### config.mk
export PLATFORM = sky130hd
export DESIGN_NAME = ros_one_shot
export DESIGN_NICKNAME = d
export VERILOG_FILES = /design/src/inc/ros_pkg.sv /design/src/core/ros_one_shot.sv
export SDC_FILE = /design/constraint.sdc
export NUM_CORES = 1
export LEC_CHECK = 0
export BUFFER_PORTS_ARGS = -buffer_cell sky130_fd_sc_hd__buf_2
export CAP_MARGIN = 20
export CORE_MARGIN = 2
export CORE_UTILIZATION = 35
export DETAILED_ROUTE_END_ITERATION = 7
export PLACE_DENSITY = 0.54
export SYNTH_ARGS = -nofsm -noshare
export SYNTH_HDL_FRONTEND = slang
export SYNTH_SLANG_ARGS = --single-unit
export TNS_END_PERCENT = 30
### constraint.sdc
create_clock -name mclk_in -period 4.3 [get_ports mclk_in]
set_clock_uncertainty 0.2 [all_clocks]
set_input_delay 1.29 -clock mclk_in [delete_from_list [all_inputs] [get_ports mclk_in]]
set_output_delay 1.29 -clock mclk_in [all_outputs]
set_load 0.02 [all_outputs]
### src/inc/ros_pkg.sv
// Shared constants and types for the retriggerable one-shot timer
package ros_pkg;
    localparam int MCLK_NS          = 25;
    localparam int BASE_MIN_NS      = 1000;
    localparam int BASE_MIN_CYC     = (BASE_MIN_NS + MCLK_NS - 1) / MCLK_NS;
    localparam int RSET_UNIT_KOHM   = 50;
    localparam int RSET_MIN_KOHM    = 50;
    localparam int RSET_MAX_KOHM    = 800;
    localparam int UNITS_MIN        = RSET_MIN_KOHM / RSET_UNIT_KOHM;
    localparam int UNITS_MAX        = RSET_MAX_KOHM / RSET_UNIT_KOHM;
    localparam int BASE_CNT_W       = 10;
    localparam int STEP_SHIFT       = 3;
    localparam int DIV_W            = 22;
    localparam int STARTUP_PERIODS  = 500;
    localparam int START_CNT_W      = 16;
    localparam int ARM_CYC          = 1;
    localparam int REFIRE_UNIT_NS   = 10;
    localparam int REFIRE_SCALED_NS = 50;
    localparam int INVERT_POS       = 3;

    typedef struct packed {
        logic       invert;
        logic [2:0] step;
    } ros_ratio_t;

    typedef enum logic [3:0] {
        ST_START = 4'h1,
        ST_IDLE  = 4'h2,
        ST_PULSE = 4'h4,
        ST_ARM   = 4'h8
    } ros_state_t;
endpackage : ros_pkg

### src/core/ros_one_shot.sv
// Retriggerable one-shot timer core
`timescale 1ns/10ps
`default_nettype none
module ros_one_shot #(
    parameter bit FIRE_RISING   = 1'b1,
    parameter bit RETRIGGERABLE = 1'b0,
    parameter int STARTUP_BASE  = ros_pkg::STARTUP_PERIODS
) (
    input  wire logic       mclk_in,
    input  wire logic       rstn_in,
    input  wire logic       fire_input_in,
    input  wire logic [3:0] ratio_code_in,
    input  wire logic [4:0] rset_units_in,
    output var  logic       pulse_out,
    output var  logic       active_out,
    output var  logic       ready_out
);
    if (STARTUP_BASE < 1 || STARTUP_BASE >= (1 << ros_pkg::START_CNT_W)) begin : g_chk
        $error("STARTUP_BASE out of range");
    end

    // Three-stage input synchronisers
    logic [2:0] fire_sync;
    logic [2:0] code_sync [4];
    logic       fire_lvl;
    logic [3:0] code_lvl;
    logic       next_fire_lvl;
    logic [3:0] next_code_lvl;

    always_ff @(posedge mclk_in or negedge rstn_in) begin
        if (!rstn_in) begin
            fire_sync <= 3'h0;
        end else begin
            fire_sync <= {fire_sync[1:0], fire_input_in};
        end
    end

    genvar gi;
    for (gi = 0; gi < 4; gi++) begin : g_code
        always_ff @(posedge mclk_in or negedge rstn_in) begin
            if (!rstn_in) begin
                code_sync[gi] <= 3'h0;
            end else begin
                code_sync[gi] <= {code_sync[gi][1:0], ratio_code_in[gi]};
            end
        end
        always_comb begin
            next_code_lvl[gi] = code_lvl[gi];
            if (code_sync[gi][1] == code_sync[gi][2]) begin
                next_code_lvl[gi] = code_sync[gi][2];
            end
        end
    end

    always_comb begin
        next_fire_lvl = fire_lvl;
        if (fire_sync[1] == fire_sync[2]) begin
            next_fire_lvl = fire_sync[2];
        end
    end

    always_ff @(posedge mclk_in or negedge rstn_in) begin
        if (!rstn_in) begin
            fire_lvl <= FIRE_RISING ? 1'b1 : 1'b0;
            code_lvl <= 4'h0;
        end else begin
            fire_lvl <= next_fire_lvl;
            code_lvl <= next_code_lvl;
        end
    end

    // One event per qualifying edge
    logic fire_evt;
    assign fire_evt = FIRE_RISING ? (next_fire_lvl & ~fire_lvl)
                                  : (~next_fire_lvl & fire_lvl);

    // Base period in clock cycles, resistor clamped to its span
    logic [4:0]                          units;
    logic [ros_pkg::BASE_CNT_W-1:0]      base_len;
    always_comb begin
        units = rset_units_in;
        if (rset_units_in < 5'(ros_pkg::UNITS_MIN)) begin
            units = 5'(ros_pkg::UNITS_MIN);
        end else if (rset_units_in > 5'(ros_pkg::UNITS_MAX)) begin
            units = 5'(ros_pkg::UNITS_MAX);
        end
        base_len = ros_pkg::BASE_CNT_W'(units * ros_pkg::BASE_MIN_CYC);
    end

    // Held ratio code and prescale factor
    ros_pkg::ros_ratio_t ratio;
    ros_pkg::ros_ratio_t next_ratio;
    logic [2:0]                   step;
    logic [ros_pkg::DIV_W-1:0]    div_last;
    always_comb begin
        step     = ratio.invert ? ~ratio.step : ratio.step;
        div_last = (ros_pkg::DIV_W'(1) << (step * ros_pkg::STEP_SHIFT))
                   - ros_pkg::DIV_W'(1);
    end

    // Timing state
    ros_pkg::ros_state_t             state;
    ros_pkg::ros_state_t             next_state;
    logic [ros_pkg::BASE_CNT_W-1:0]  base_cnt;
    logic [ros_pkg::BASE_CNT_W-1:0]  next_base_cnt;
    logic [ros_pkg::DIV_W-1:0]       div_cnt;
    logic [ros_pkg::DIV_W-1:0]       next_div_cnt;
    logic [ros_pkg::START_CNT_W-1:0] start_cnt;
    logic [ros_pkg::START_CNT_W-1:0] next_start_cnt;
    logic                            next_pulse;
    logic                            base_tick;

    assign base_tick = (base_cnt == base_len - ros_pkg::BASE_CNT_W'(1));

    always_comb begin
        next_state     = state;
        next_base_cnt  = base_tick ? '0 : base_cnt + ros_pkg::BASE_CNT_W'(1);
        next_div_cnt   = div_cnt;
        next_start_cnt = start_cnt;
        next_ratio     = ratio;
        case (state)
            ros_pkg::ST_START: begin
                if (base_tick) begin
                    if (start_cnt == ros_pkg::START_CNT_W'(STARTUP_BASE - 1)) begin
                        next_state = ros_pkg::ST_IDLE;
                        next_ratio = ros_pkg::ros_ratio_t'(code_lvl);
                    end else begin
                        next_start_cnt = start_cnt + ros_pkg::START_CNT_W'(1);
                    end
                end
            end
            ros_pkg::ST_IDLE: begin
                next_base_cnt = '0;
                next_div_cnt  = '0;
                if (fire_evt) begin
                    next_state = ros_pkg::ST_PULSE;
                end
            end
            ros_pkg::ST_PULSE: begin
                if (fire_evt && RETRIGGERABLE) begin
                    next_base_cnt = '0;
                    next_div_cnt  = '0;
                end else if (base_tick) begin
                    if (div_cnt == div_last) begin
                        next_state    = RETRIGGERABLE ? ros_pkg::ST_IDLE
                                                      : ros_pkg::ST_ARM;
                        next_base_cnt = '0;
                        next_div_cnt  = '0;
                    end else begin
                        next_div_cnt = div_cnt + ros_pkg::DIV_W'(1);
                    end
                end
            end
            ros_pkg::ST_ARM: begin
                next_base_cnt = '0;
                next_state    = ros_pkg::ST_IDLE;
            end
            default: begin
                next_state    = ros_pkg::ST_START;
                next_base_cnt = '0;
            end
        endcase
        next_pulse = (next_state == ros_pkg::ST_PULSE) ^ next_ratio.invert;
        if (next_state == ros_pkg::ST_START) begin
            next_pulse = 1'b0;
        end
    end

    always_ff @(posedge mclk_in or negedge rstn_in) begin
        if (!rstn_in) begin
            state     <= ros_pkg::ST_START;
            base_cnt  <= '0;
            div_cnt   <= '0;
            start_cnt <= '0;
            ratio     <= '0;
            pulse_out <= 1'b0;
        end else begin
            state     <= next_state;
            base_cnt  <= next_base_cnt;
            div_cnt   <= next_div_cnt;
            start_cnt <= next_start_cnt;
            ratio     <= next_ratio;
            pulse_out <= next_pulse;
        end
    end

    assign active_out = (state == ros_pkg::ST_PULSE);
    assign ready_out  = (state == ros_pkg::ST_IDLE);
endmodule : ros_one_shot
`default_nettype wire

==> results of run 1 <==
## Yosys cell counts (all sizes together) (5+ instances only)
cell	number	share of area (%)
nand2	24	2.1
ha	12	3.5
a21oi	5	0.58
and3	13	1.9
nor4	7	1.0
xnor2	22	4.4
buf	7	1.3
clkbuf	13	1.1
maj3	5	1.2
a22o	18	3.6
o31ai	5	1.2
nand4	10	1.6
xor2	17	3.4
and2	5	0.72
nor2	37	3.2
dfrtp	75	43
o21ai	26	3.0
nand3	23	2.7
nor2b	16	2.3
nor3	18	2.1
inv	17	1.5
## metrics by stage
stage          setup TNS (ps)  worst slack, ps  hold WS, ps  cells  util [%]
6_report                    0              144          153    640      42.4
5_1_grt                 -7.61            -7.61          159    640      42.4
3_5_place_dp            -7200             -274          136    624      39.7
4_1_cts                     0             77.9          156    640      42.2
3_3_place_gp            -4130             -182          133    624      39.7
2_1_floorplan               0             4.16          131    441         -
## flip-flops by register name, indices dropped and copies added, names as in the netlist
register	cells
fire_sync	3
fire_lvl	1
start_cnt	16
state	4
code_sync	12
base_cnt	10
div_cnt	22
pulse_out	1
ratio	4
code_lvl	4
## logic make-up after synthesis
logic type,Yosys count,synth area share (%)
and+or+nand+nor,178,21.9
AOI/OAI and AO/OA,85,14.5
DFF,77,44.5
xor gates and xnor gates,40,8.39
buffers and inverters,37,3.92
adders and majority gates,18,5.08
muxes,6,1.79
## timing repair
| item | 4_1_cts | 5_1_grt |
|---|---|---|
| resized for setup | 0 | 8 |
| endpoints found under the setup margin | 0 | 35 |
| hold endpoints to repair | 0 | 0 |
## how the worst max path moves through the flow
stage	from	to	cells after the start
2_1_floorplan	rset_units_in[3]	div_cnt[15]$_DFFE_PN0P_	15
3_3_place_gp	rset_units_in[4]	div_cnt[0]$_DFFE_PN0P_	15
4_1_cts	rset_units_in[4]	div_cnt[0]$_DFFE_PN0P_	15
3_5_place_dp	rset_units_in[4]	div_cnt[0]$_DFFE_PN0P_	15
6_report	rset_units_in[1]	start_cnt[11]$_DFFE_PN0P_	16
5_1_grt	rset_units_in[1]	start_cnt[11]$_DFFE_PN0P_	16
## power groups by stage
stage | Combinational, mW | Clock (mW) | Sequential, mW
3_3_place_gp | 0.113 | 0 | 0.789
3_5_place_dp | 0.117 | 0 | 0.790
5_1_grt | 0.140 | 0.822 | 0.782
6_report | 0.121 | 0.771 | 0.777
2_1_floorplan | 0.0823 | 0 | 0.780
4_1_cts | 0.117 | 0.790 | 0.777
## cell usage in the layout (no fill, tap or decap), drive strengths merged, types with 7 or more instances in the layout
| cell | instances |
|---|---|
| xor2 | 17 |
| nand2 | 24 |
| inv | 18 |
| o21ai | 26 |
| nand4 | 10 |
| nor2 | 37 |
| dfrtp | 75 |
| and3 | 13 |
| clkbuf | 11 |
| buf | 35 |
| nor4 | 7 |
| nor2b | 16 |
| nand3 | 23 |
| ha | 12 |
| xnor2 | 22 |
| a22o | 18 |
| nor3 | 18 |
## final cells by class
class / instances / area, um^2
sequential: 77 / 1930
fill: 1156 / 6940
clock buffer: 11 / 243
clock inverter: 5 / 58.8
inverter: 17 / 63.8
timing repair buffer: 35 / 272
tap: 168 / 210
multi-input combinational: 327 / 2340
## worst reg2reg max path, stage by stage (launching register included)
cell,delay [ps]
dfrtp_1,390
or4_4,530
and2_1,180
ha_1,270
ha_1,320
xor2_1,150
o2111ai_1,140
a221oi_2,250
nand4_2,190
o31ai_4,260
buf_4,250
o21ai_1,100
a22o_1,200
## routing by layer
layer	routed length [um]	track usage, %	part of all wire, %
met5	0	0	0
met4	185	6.83	2.0
met3	250	2.27	2.8
met2	4010	22.8	44
met1	4640	21.2	51
==> summary.md, run 1 <==
| Metric | Value |
|---|---|
| #FFs+latches synth | 77 |
| Synth unique cells | 65 |
| Initial DRC count | 148 |
| VDD IR max | 0.176 mV |
| Final worst path period need | 4160 ps |
| Wire per inst | 14.2 um |
| Fraction of registers with async set/reset | 100% |
| Mapped Nets | 466 |
| Max-slew headroom | 36.1% |
| CTS tree | built |
| Core area | 0.0121 mm^2 |
| Tcrit/Tclk final | 96.7% |
| Clock buffer count from CTS | 9 |
| Setup crit end kind | flop |
| Net Sw Frac | 23.7% |
| Sequential share of the synthesized area | 44.5% |
| WHS Path Cells | 0 |
| Worst R2R End | div_cnt[9]$_DFFE_PN0P_ |
| Via count | 3327 |
| Clock transition at path regs | 60 ps |
| Hold Crit Endpoint | fire_sync[1]$_DFF_PN0_ |
| WL final | 9.09 mm |
| Run status | finished clean |
| Aggregate global routing overflow | 0 |
| Initial Util | 36.0% |
| Seq pwr share | 46.6% |
| Chip Height | 115 um |
| Logic gate share of total power | 7.3% |
| Hold path start | fire_sync[0]$_DFF_PN0_ |
| CTS sink cnt | 77 |
| Internal power consumption | 1.27 mW |
| Power, Total | 1.67 mW |
| # setup viols final | 0 |
| Cell Area, Synth | 0.00434 mm^2 |
| R2r worst-path depth | 12 |
| Nets | 492 |
| Die area | 0.0133 mm^2 |
| Setup bufs post-CTS | 0 |
| First-pass GRT wire length | 15.7 mm |
| EDFF count, synth | 0 |
| Initial antenna violation count | 0 |
| Placer Congestion | 0.802 |
| Crit-path slowest cell | fa_2 |
| Crit-path cells | buf_2 > nor3_2 > o21ai_2 > inv_1 > ha_2 > ha_4 > fa_2 > xnor2_1 > a31oi_1 > a31oi_1 > nand4_1 > buf_6 > nor4_4 > buf_4 > nand4_1 > xnor2_1 |
| Pin count of the biggest net entering global routing | 78 |
| Leak | 2.25 nW |
| Family with the most delay on the worst path | adder cells |
| Power per cell area | 326 mW/mm^2 |
| Post-synth top flop | dfrtp_1 |
| Syn_area_per_cell | 9.84 um^2 |
| CP required | 4320 ps |
| Max-cap violations | 0 |
| Hold Vio Cnt, Final | 0 |
| RSZ-0062 raised after global routing | true |
| Largest fanout on the critical path | 6 |
| Clock root cell | clkbuf_16 |
| Synthesis-to-finish area growth | 18.0% |
| Antenna violation net count after detailed routing | 0 |
| Fmax | 0.241 GHz |
| Worst Max-Slew Pin Slew | 959 ps |
| Max-slew violation count | 0 |
| Width of the die | 115 um |
| Total of warnings raised by yosys | 0 |
| Worst min-delay path class | flop to flop |
| Clk buf depth | 2 |
| Critical path class | input port to flop |
| DR DRC count | 0 |
| Clk_lat worst skew | 340 ps |
| WP data arrival | 4180 ps |
| Num ports | 15 |
| Clock network power share | 46.2% |
| Row count | 40 |
| DP Area | 0.00478 mm^2 |
| Vias in the first global route | 3218 |
| IO buf count | 14 |
| Net switching power figure | 0.396 mW |
| Hold-fix buffers at CTS | 0 |
| Global Route Usage Sum | 15.0% |
| N_diodes | 0 |
| Mapped Cells | 441 |
| First-pass DRT Iterations | 4 |
| Share of layout cells above drive strength 1 | 17.2% |
| H-tree depth | 3 |
| Post-Layout Inst Area | 0.00512 mm^2 |
| CP Buf/Inv Count | 4 |
| Setup crit start kind | input port |
| Post-DP HPWL | 6.42 mm |
| Slowest stage delay, CP | 470 ps |
| R2R setup slack | 760 ps |
| R2r startpoint | ratio[3]$_DFF_PN0_ |
| Vias per Instance | 5.20 |
Power figures use the tool's default switching activity.
==> run 2: changes to the inputs <==
--- a/config.mk
+++ b/config.mk
@@ -7,10 +7,13 @@
 export LEC_CHECK = 0
 export BUFFER_PORTS_ARGS = -buffer_cell sky130_fd_sc_hd__buf_2
 export CAP_MARGIN = 20
+export CELL_PAD_IN_SITES_DETAIL_PLACEMENT = 1
+export CELL_PAD_IN_SITES_GLOBAL_PLACEMENT = 2
+export CORE_ASPECT_RATIO = 1.25
 export CORE_MARGIN = 2
 export CORE_UTILIZATION = 35
 export DETAILED_ROUTE_END_ITERATION = 7
-export PLACE_DENSITY = 0.54
+export PLACE_DENSITY = 0.74
 export SYNTH_ARGS = -nofsm -noshare
 export SYNTH_HDL_FRONTEND = slang
 export SYNTH_SLANG_ARGS = --single-unit
==> run 2 against run 1 <==
Effect of this change: final area grew 1.2%; largest power group unchanged; wire length grew 15%; critical path depth shrank 1; sequential cell count is the same; clock power shrank 2%.
==> summary.md, run 2 (synthesis results as in run 1) <==
| Metric | Value |
|---|---|
| Worst Max-Slew Pin Slew | 486 ps |
| Wire per inst | 16.2 um |
| CP required | 4320 ps |
| Width of the die | 104 um |
| Initial Util | 35.8% |
| Tcrit/Tclk final | 95.8% |
| Hold Crit Endpoint | code_sync[1]$_DFF_PN0_ |
| R2r startpoint | ratio[2]$_DFFE_PN0P_ |
| Vias in the first global route | 3638 |
| Max reg flops | 22 |
| Power, Total | 1.67 mW |
| Clock buffer count from CTS | 9 |
| Initial DRC count | 119 |
| Via count | 3422 |
| Row count | 45 |
| Regs by FF count | div_cnt: 22 flops, start_cnt: 16 flops, code_sync: 12 flops |
| CTS sink cnt | 77 |
| Max-slew headroom | 67.4% |
| Largest fanout on the critical path | 21 |
| Clock transition at path regs | 60 ps |
| RSZ-0062 raised after global routing | false |
| Hold path start | code_sync[0]$_DFF_PN0_ |
| Fmax | 0.243 GHz |
| IO buf count | 14 |
| Clock root cell | clkbuf_16 |
| Nets | 500 |
| Final Util | 42.8% |
| Leak | 2.31 nW |
| Commonest cells after routing, fill and taps aside | 75 x dfrtp_1, 36 x nor2_1, 26 x buf_4 |
| Final worst path period need | 4120 ps |
| Chip Height | 128 um |
| Setup crit end kind | flop |
| Most common cell after layout, fill and taps aside | dfrtp_1 |
| R2R setup slack | 660 ps |
| WP data arrival | 4140 ps |
| VDD IR max | 0.175 mV |
| Share of layout cells above drive strength 1 | 19.0% |
| H-tree depth | 3 |
| Antenna violation net count after detailed routing | 0 |
| Synthesis-to-finish area growth | 19.5% |
| Global Route Usage Sum | 16.7% |
| First-pass DRT Iterations | 4 |
| Crit-path slowest cell | fa_2 |
| Max-cap violations | 0 |
| Setup bufs post-CTS | 0 |
| First-pass GRT wire length | 18.1 mm |
| Initial antenna violation count | 0 |
| Pin count of the biggest net entering global routing | 78 |
| Max-slew violation count | 0 |
| Placer Congestion | 0.796 |
| Num ports | 15 |
| Clk_lat worst skew | 340 ps |
| Slowest stage delay, CP | 580 ps |
| R2r worst-path depth | 12 |
| # setup viols final | 0 |
| Worst min-delay path class | flop to flop |
| WHS Path Cells | 0 |
| Setup crit start kind | input port |
| Core area | 0.0121 mm^2 |
| Post-DP HPWL | 7.32 mm |
| Crit-path cells | buf_2 > nor2b_2 > ha_4 > ha_4 > fa_2 > nand2b_1 > a211oi_2 > a21bo_2 > o21ai_0 > buf_4 > o31ai_2 > buf_4 > buf_12 > o21ai_1 > a22o_1 |
| Hold Vio Cnt, Final | 0 |
| Clk buf depth | 2 |
| WL final | 10.4 mm |
| Die area | 0.0133 mm^2 |
| Largest reg by FF count | div_cnt |
| Worst R2R End | div_cnt[21]$_DFFE_PN0P_ |
| Critical path class | input port to flop |
| Run status | finished clean |
| Power per cell area | 322 mW/mm^2 |
| Aggregate global routing overflow | 0 |
| N_diodes | 0 |
| CTS tree | built |
| DR DRC count | 0 |
| Vias per Instance | 5.32 |
[run 2: critical path, delay by kind of cell]
family | cells | cell delay (ps)
AOI/OAI and AO/OA | 6 | 970
adders and majority gates | 3 | 980
and+or+nand+nor | 2 | 320
buffers and inverters | 4 | 580
[run 2: worst max-delay path by stage]
stage | slack (ps) | depth (start not counted) | endpoint | startpoint
floorplan | 4 | 15 | div_cnt[15]$_DFFE_PN0P_ | rset_units_in[3]
global placement | -150 | 17 | div_cnt[2]$_DFFE_PN0P_ | rset_units_in[4]
detailed placement | -260 | 17 | div_cnt[2]$_DFFE_PN0P_ | rset_units_in[4]
global route | 2 | 14 | start_cnt[11]$_DFFE_PN0P_ | rset_units_in[3]
CTS | 100 | 16 | start_cnt[3]$_DFFE_PN0P_ | rset_units_in[4]
finish | 180 | 15 | div_cnt[2]$_DFFE_PN0P_ | rset_units_in[3]
[run 2: through the flow]
stage	TNS (ps)	cell area, um^2	instances	hold WS (ps)	setup slack (ps)
after floorplan	0	4420	441	131	4.16
after global placement	-3870	4820	627	140	-152
after detailed placement	-8420	4820	627	139	-261
after CTS	0	5110	642	157	101
after global routing	0	5180	643	158	2.20
final	0	5180	643	153	179
[run 2: repair_timing]
action | CTS | global route
setup endpoints to repair | 0 | 32
gates resized for setup | 0 | 11
hold buffers | 0 | 0
[run 2: area by class of cell]
cell class	instances	area, um^2
clock inverter	4	48.8
multi-input combinational	327	2350
clock buffer	11	243
sequential	77	1930
timing repair buffer	43	345
tap	164	205
inverter	17	63.8
fill	1390	6920
[run 2: report_power, final]
group / total (mW) / switching [mW] / leakage, nW / internal [mW]
registers: 0.779 / 0.0281 / 0.992 / 0.751
clock network: 0.758 / 0.296 / 0.145 / 0.461
logic: 0.133 / 0.0677 / 1.17 / 0.0654
total: 1.67 / 0.392 / 2.31 / 1.28
[run 2: routing by layer]
metal  up-vias  track usage (%)  wire length [um]
li1       1658                -                 -
met1      1736             22.7              5170
met2        23             27.6              4970
met3         5             3.09               196
met4         0             4.77                86
met5         -                0                 0
==> run 3: changes to the inputs <==
--- a/config.mk
+++ b/config.mk
@@ -13,7 +13,7 @@
 export CORE_MARGIN = 2
 export CORE_UTILIZATION = 35
 export DETAILED_ROUTE_END_ITERATION = 7
-export PLACE_DENSITY = 0.74
+export PLACE_DENSITY_LB_ADDON = 0.3
 export SYNTH_ARGS = -nofsm -noshare
 export SYNTH_HDL_FRONTEND = slang
 export SYNTH_SLANG_ARGS = --single-unit
==> run 3 against run 2 <==
Effect of this change: non-clock buffer count is 4 lower; cell count is 0.47% lower; via count is 1.3% higher; count of clock-buffer cells in the layout is 1 lower; combinational power is 4% lower; die area stayed put; final area is 0.82% lower; register-to-register slack worse by 70 ps; total power is 3.4% higher; largest power group is now the clock network.
==> summary.md, run 3 (synthesis results as in run 1) <==
| Metric | Value |
|---|---|
| Run status | finished clean |
| Clock root cell | clkbuf_16 |
| Max-cap violations | 0 |
| Total negative slack | 0 ps |
| Initial Util | 35.8% |
| N_diodes | 0 |
| Internal power consumption | 1.32 mW |
| Pin count of the biggest net entering global routing | 78 |
| First-pass GRT wire length | 18.2 mm |
| Die area | 0.0133 mm^2 |
| Vias in the first global route | 3670 |
| First-pass DRT Iterations | 4 |
| Setup crit end kind | flop |
| Worst hold slack | 154 ps |
| Max-slew violation count | 0 |
| Power per cell area | 336 mW/mm^2 |
| Chip Height | 128 um |
| Max-slew headroom | 66.1% |
| Max reg flops | 22 |
| CP required | 4330 ps |
| Seq pwr share | 45.1% |
| Clk buf depth | 2 |
| Initial DRC count | 149 |
| Clock buffer count from CTS | 9 |
| Row count | 45 |
| Most common cell after layout, fill and taps aside | dfrtp_1 |
| Via count | 3467 |
| R2r startpoint | ratio[0]$_DFFE_PN0P_ |
| Worst R2R End | div_cnt[17]$_DFFE_PN0P_ |
| H-tree depth | 3 |
| RSZ-0062 raised after global routing | true |
| Initial antenna violation count | 0 |
| Post-Place Worst Slack | -302 ps |
| Filler Cell Count | 1352 |
| Critical path class | input port to flop |
| Core area | 0.0121 mm^2 |
| Fmax | 0.240 GHz |
| Synthesis-to-finish area growth | 18.5% |
| Fin cells | 640 |
| Hold path start | code_sync[9]$_DFF_PN0_ |
| Clk_lat worst skew | 340 ps |
| Largest reg by FF count | div_cnt |
| Hold Vio Cnt, Final | 0 |
| Commonest cells after routing, fill and taps aside | 75 x dfrtp_1, 37 x nor2_1, 24 x nand2_1, 24 x buf_4, 23 x nand3_1 |
| Antenna violation net count after detailed routing | 0 |
| Clock transition at path regs | 60 ps |
| Regs by FF count | div_cnt: 22 flops, start_cnt: 16 flops, code_sync: 12 flops |
| Final worst path period need | 4170 ps |
| R2r worst-path depth | 12 |
| Vias per Instance | 5.42 |
| Largest fanout on the critical path | 10 |
| DR DRC count | 0 |
| Net switching power figure | 0.402 mW |
| Nets | 496 |
| Width of the die | 104 um |
| Share of layout cells above drive strength 1 | 17.4% |
| # setup viols final | 0 |
| CTS sink cnt | 77 |
| Setup slack after layout | 129 ps |
| IO buf count | 14 |
| Post-Layout Inst Area | 0.00514 mm^2 |
| Hold Crit Endpoint | code_sync[10]$_DFF_PN0_ |
| Logic gate share of total power | 7.4% |
| Power, Total | 1.73 mW |
| Placer Congestion | 0.789 |
| Clock network power share | 47.5% |
| DP Area | 0.00478 mm^2 |
| Placed Cells | 623 |
| Global Route Usage Sum | 17.0% |
| Tcrit/Tclk final | 97.0% |
| VDD IR max | 0.287 mV |
| Worst Max-Slew Pin Slew | 504 ps |
| Post-DP HPWL | 7.45 mm |
| Wire per inst | 16.4 um |
| Aggregate global routing overflow | 0 |
| Final Util | 42.5% |
| Leak | 2.27 nW |
| CTS tree | built |
| WL final | 10.5 mm |
| Net Sw Frac | 23.3% |
| WP data arrival | 4200 ps |
| WHS Path Cells | 0 |
| Num ports | 15 |
| Setup crit start kind | input port |
| R2R setup slack | 590 ps |
| Worst min-delay path class | flop to flop |
-- run 3: cell count changes in the layout (fill, tap and decap cells not counted), moves of 2 or more --
cell,previous run,this run
buf_4,26,24
buf_6,2,0
clkinv_2,2,0
inv_1,15,17
inv_2,2,0
inv_6,0,2
o21ai_0,7,5
o21ai_1,18,20
-- run 3: worst max-delay path, cell delays in order --
cell	delay [ps]
buf_2	130
inv_1	100
nand2_1	90
inv_1	100
ha_4	210
ha_4	160
fa_2	570
nor2_1	70
and3b_1	170
xnor3_1	200
nand4_1	160
o31ai_2	390
buf_4	240
o21ai_1	80
a22o_1	240
-- run 3: routing by layer --
metal | GRT usage (%) | routed length, um | vias up
met2 | 29.5 | 5250 | 33
li1 | - | - | 1656
met1 | 21.4 | 4820 | 1764
met4 | 6.52 | 177 | 0
met3 | 2.74 | 231 | 14
met5 | 0 | 0 | -
-- run 3: worst max-delay path by stage --
stage                          start                      end  slack [ps]  cells after the start
floorplan           rset_units_in[3]  div_cnt[15]$_DFFE_PN0P_           4                     15
global placement    rset_units_in[4]   div_cnt[0]$_DFFE_PN0P_        -180                     15
detailed placement  rset_units_in[4]   div_cnt[0]$_DFFE_PN0P_        -300                     15
CTS                 rset_units_in[4]      pulse_out$_DFF_PN0_          10                     14
global route        rset_units_in[4]  div_cnt[13]$_DFFE_PN0P_         -40                     15
finish              rset_units_in[4]   div_cnt[2]$_DFFE_PN0P_         130                     15
-- run 3: repair_timing --
item / in CTS / in global routing
setup endpoints to repair: 0 / 33
hold buffers: 0 / 0
resized for setup: 0 / 4
buffers inserted: 0 / 0
-- run 3: area by class of cell --
| cell class | count | area, um^2 | share of cell area [%] |
|---|---|---|---|
| multi-input combinational | 327 | 2330 | 45.3 |
| sequential | 77 | 1930 | 37.5 |
| timing repair buffer | 39 | 293 | 5.70 |
| clock buffer | 10 | 229 | 4.45 |
| tap | 164 | 205 | 3.99 |
| clock inverter | 6 | 93.8 | 1.83 |
| inverter | 17 | 63.8 | 1.24 |
-- run 3: power groups by stage --
stage / Sequential (mW) / Combinational (mW) / Clock, mW
final: 0.779 / 0.128 / 0.820
after global routing: 0.784 / 0.146 / 0.879
after CTS: 0.779 / 0.124 / 0.847
after detailed placement: 0.792 / 0.123 / 0
after global placement: 0.789 / 0.117 / 0
after floorplan: 0.780 / 0.0823 / 0
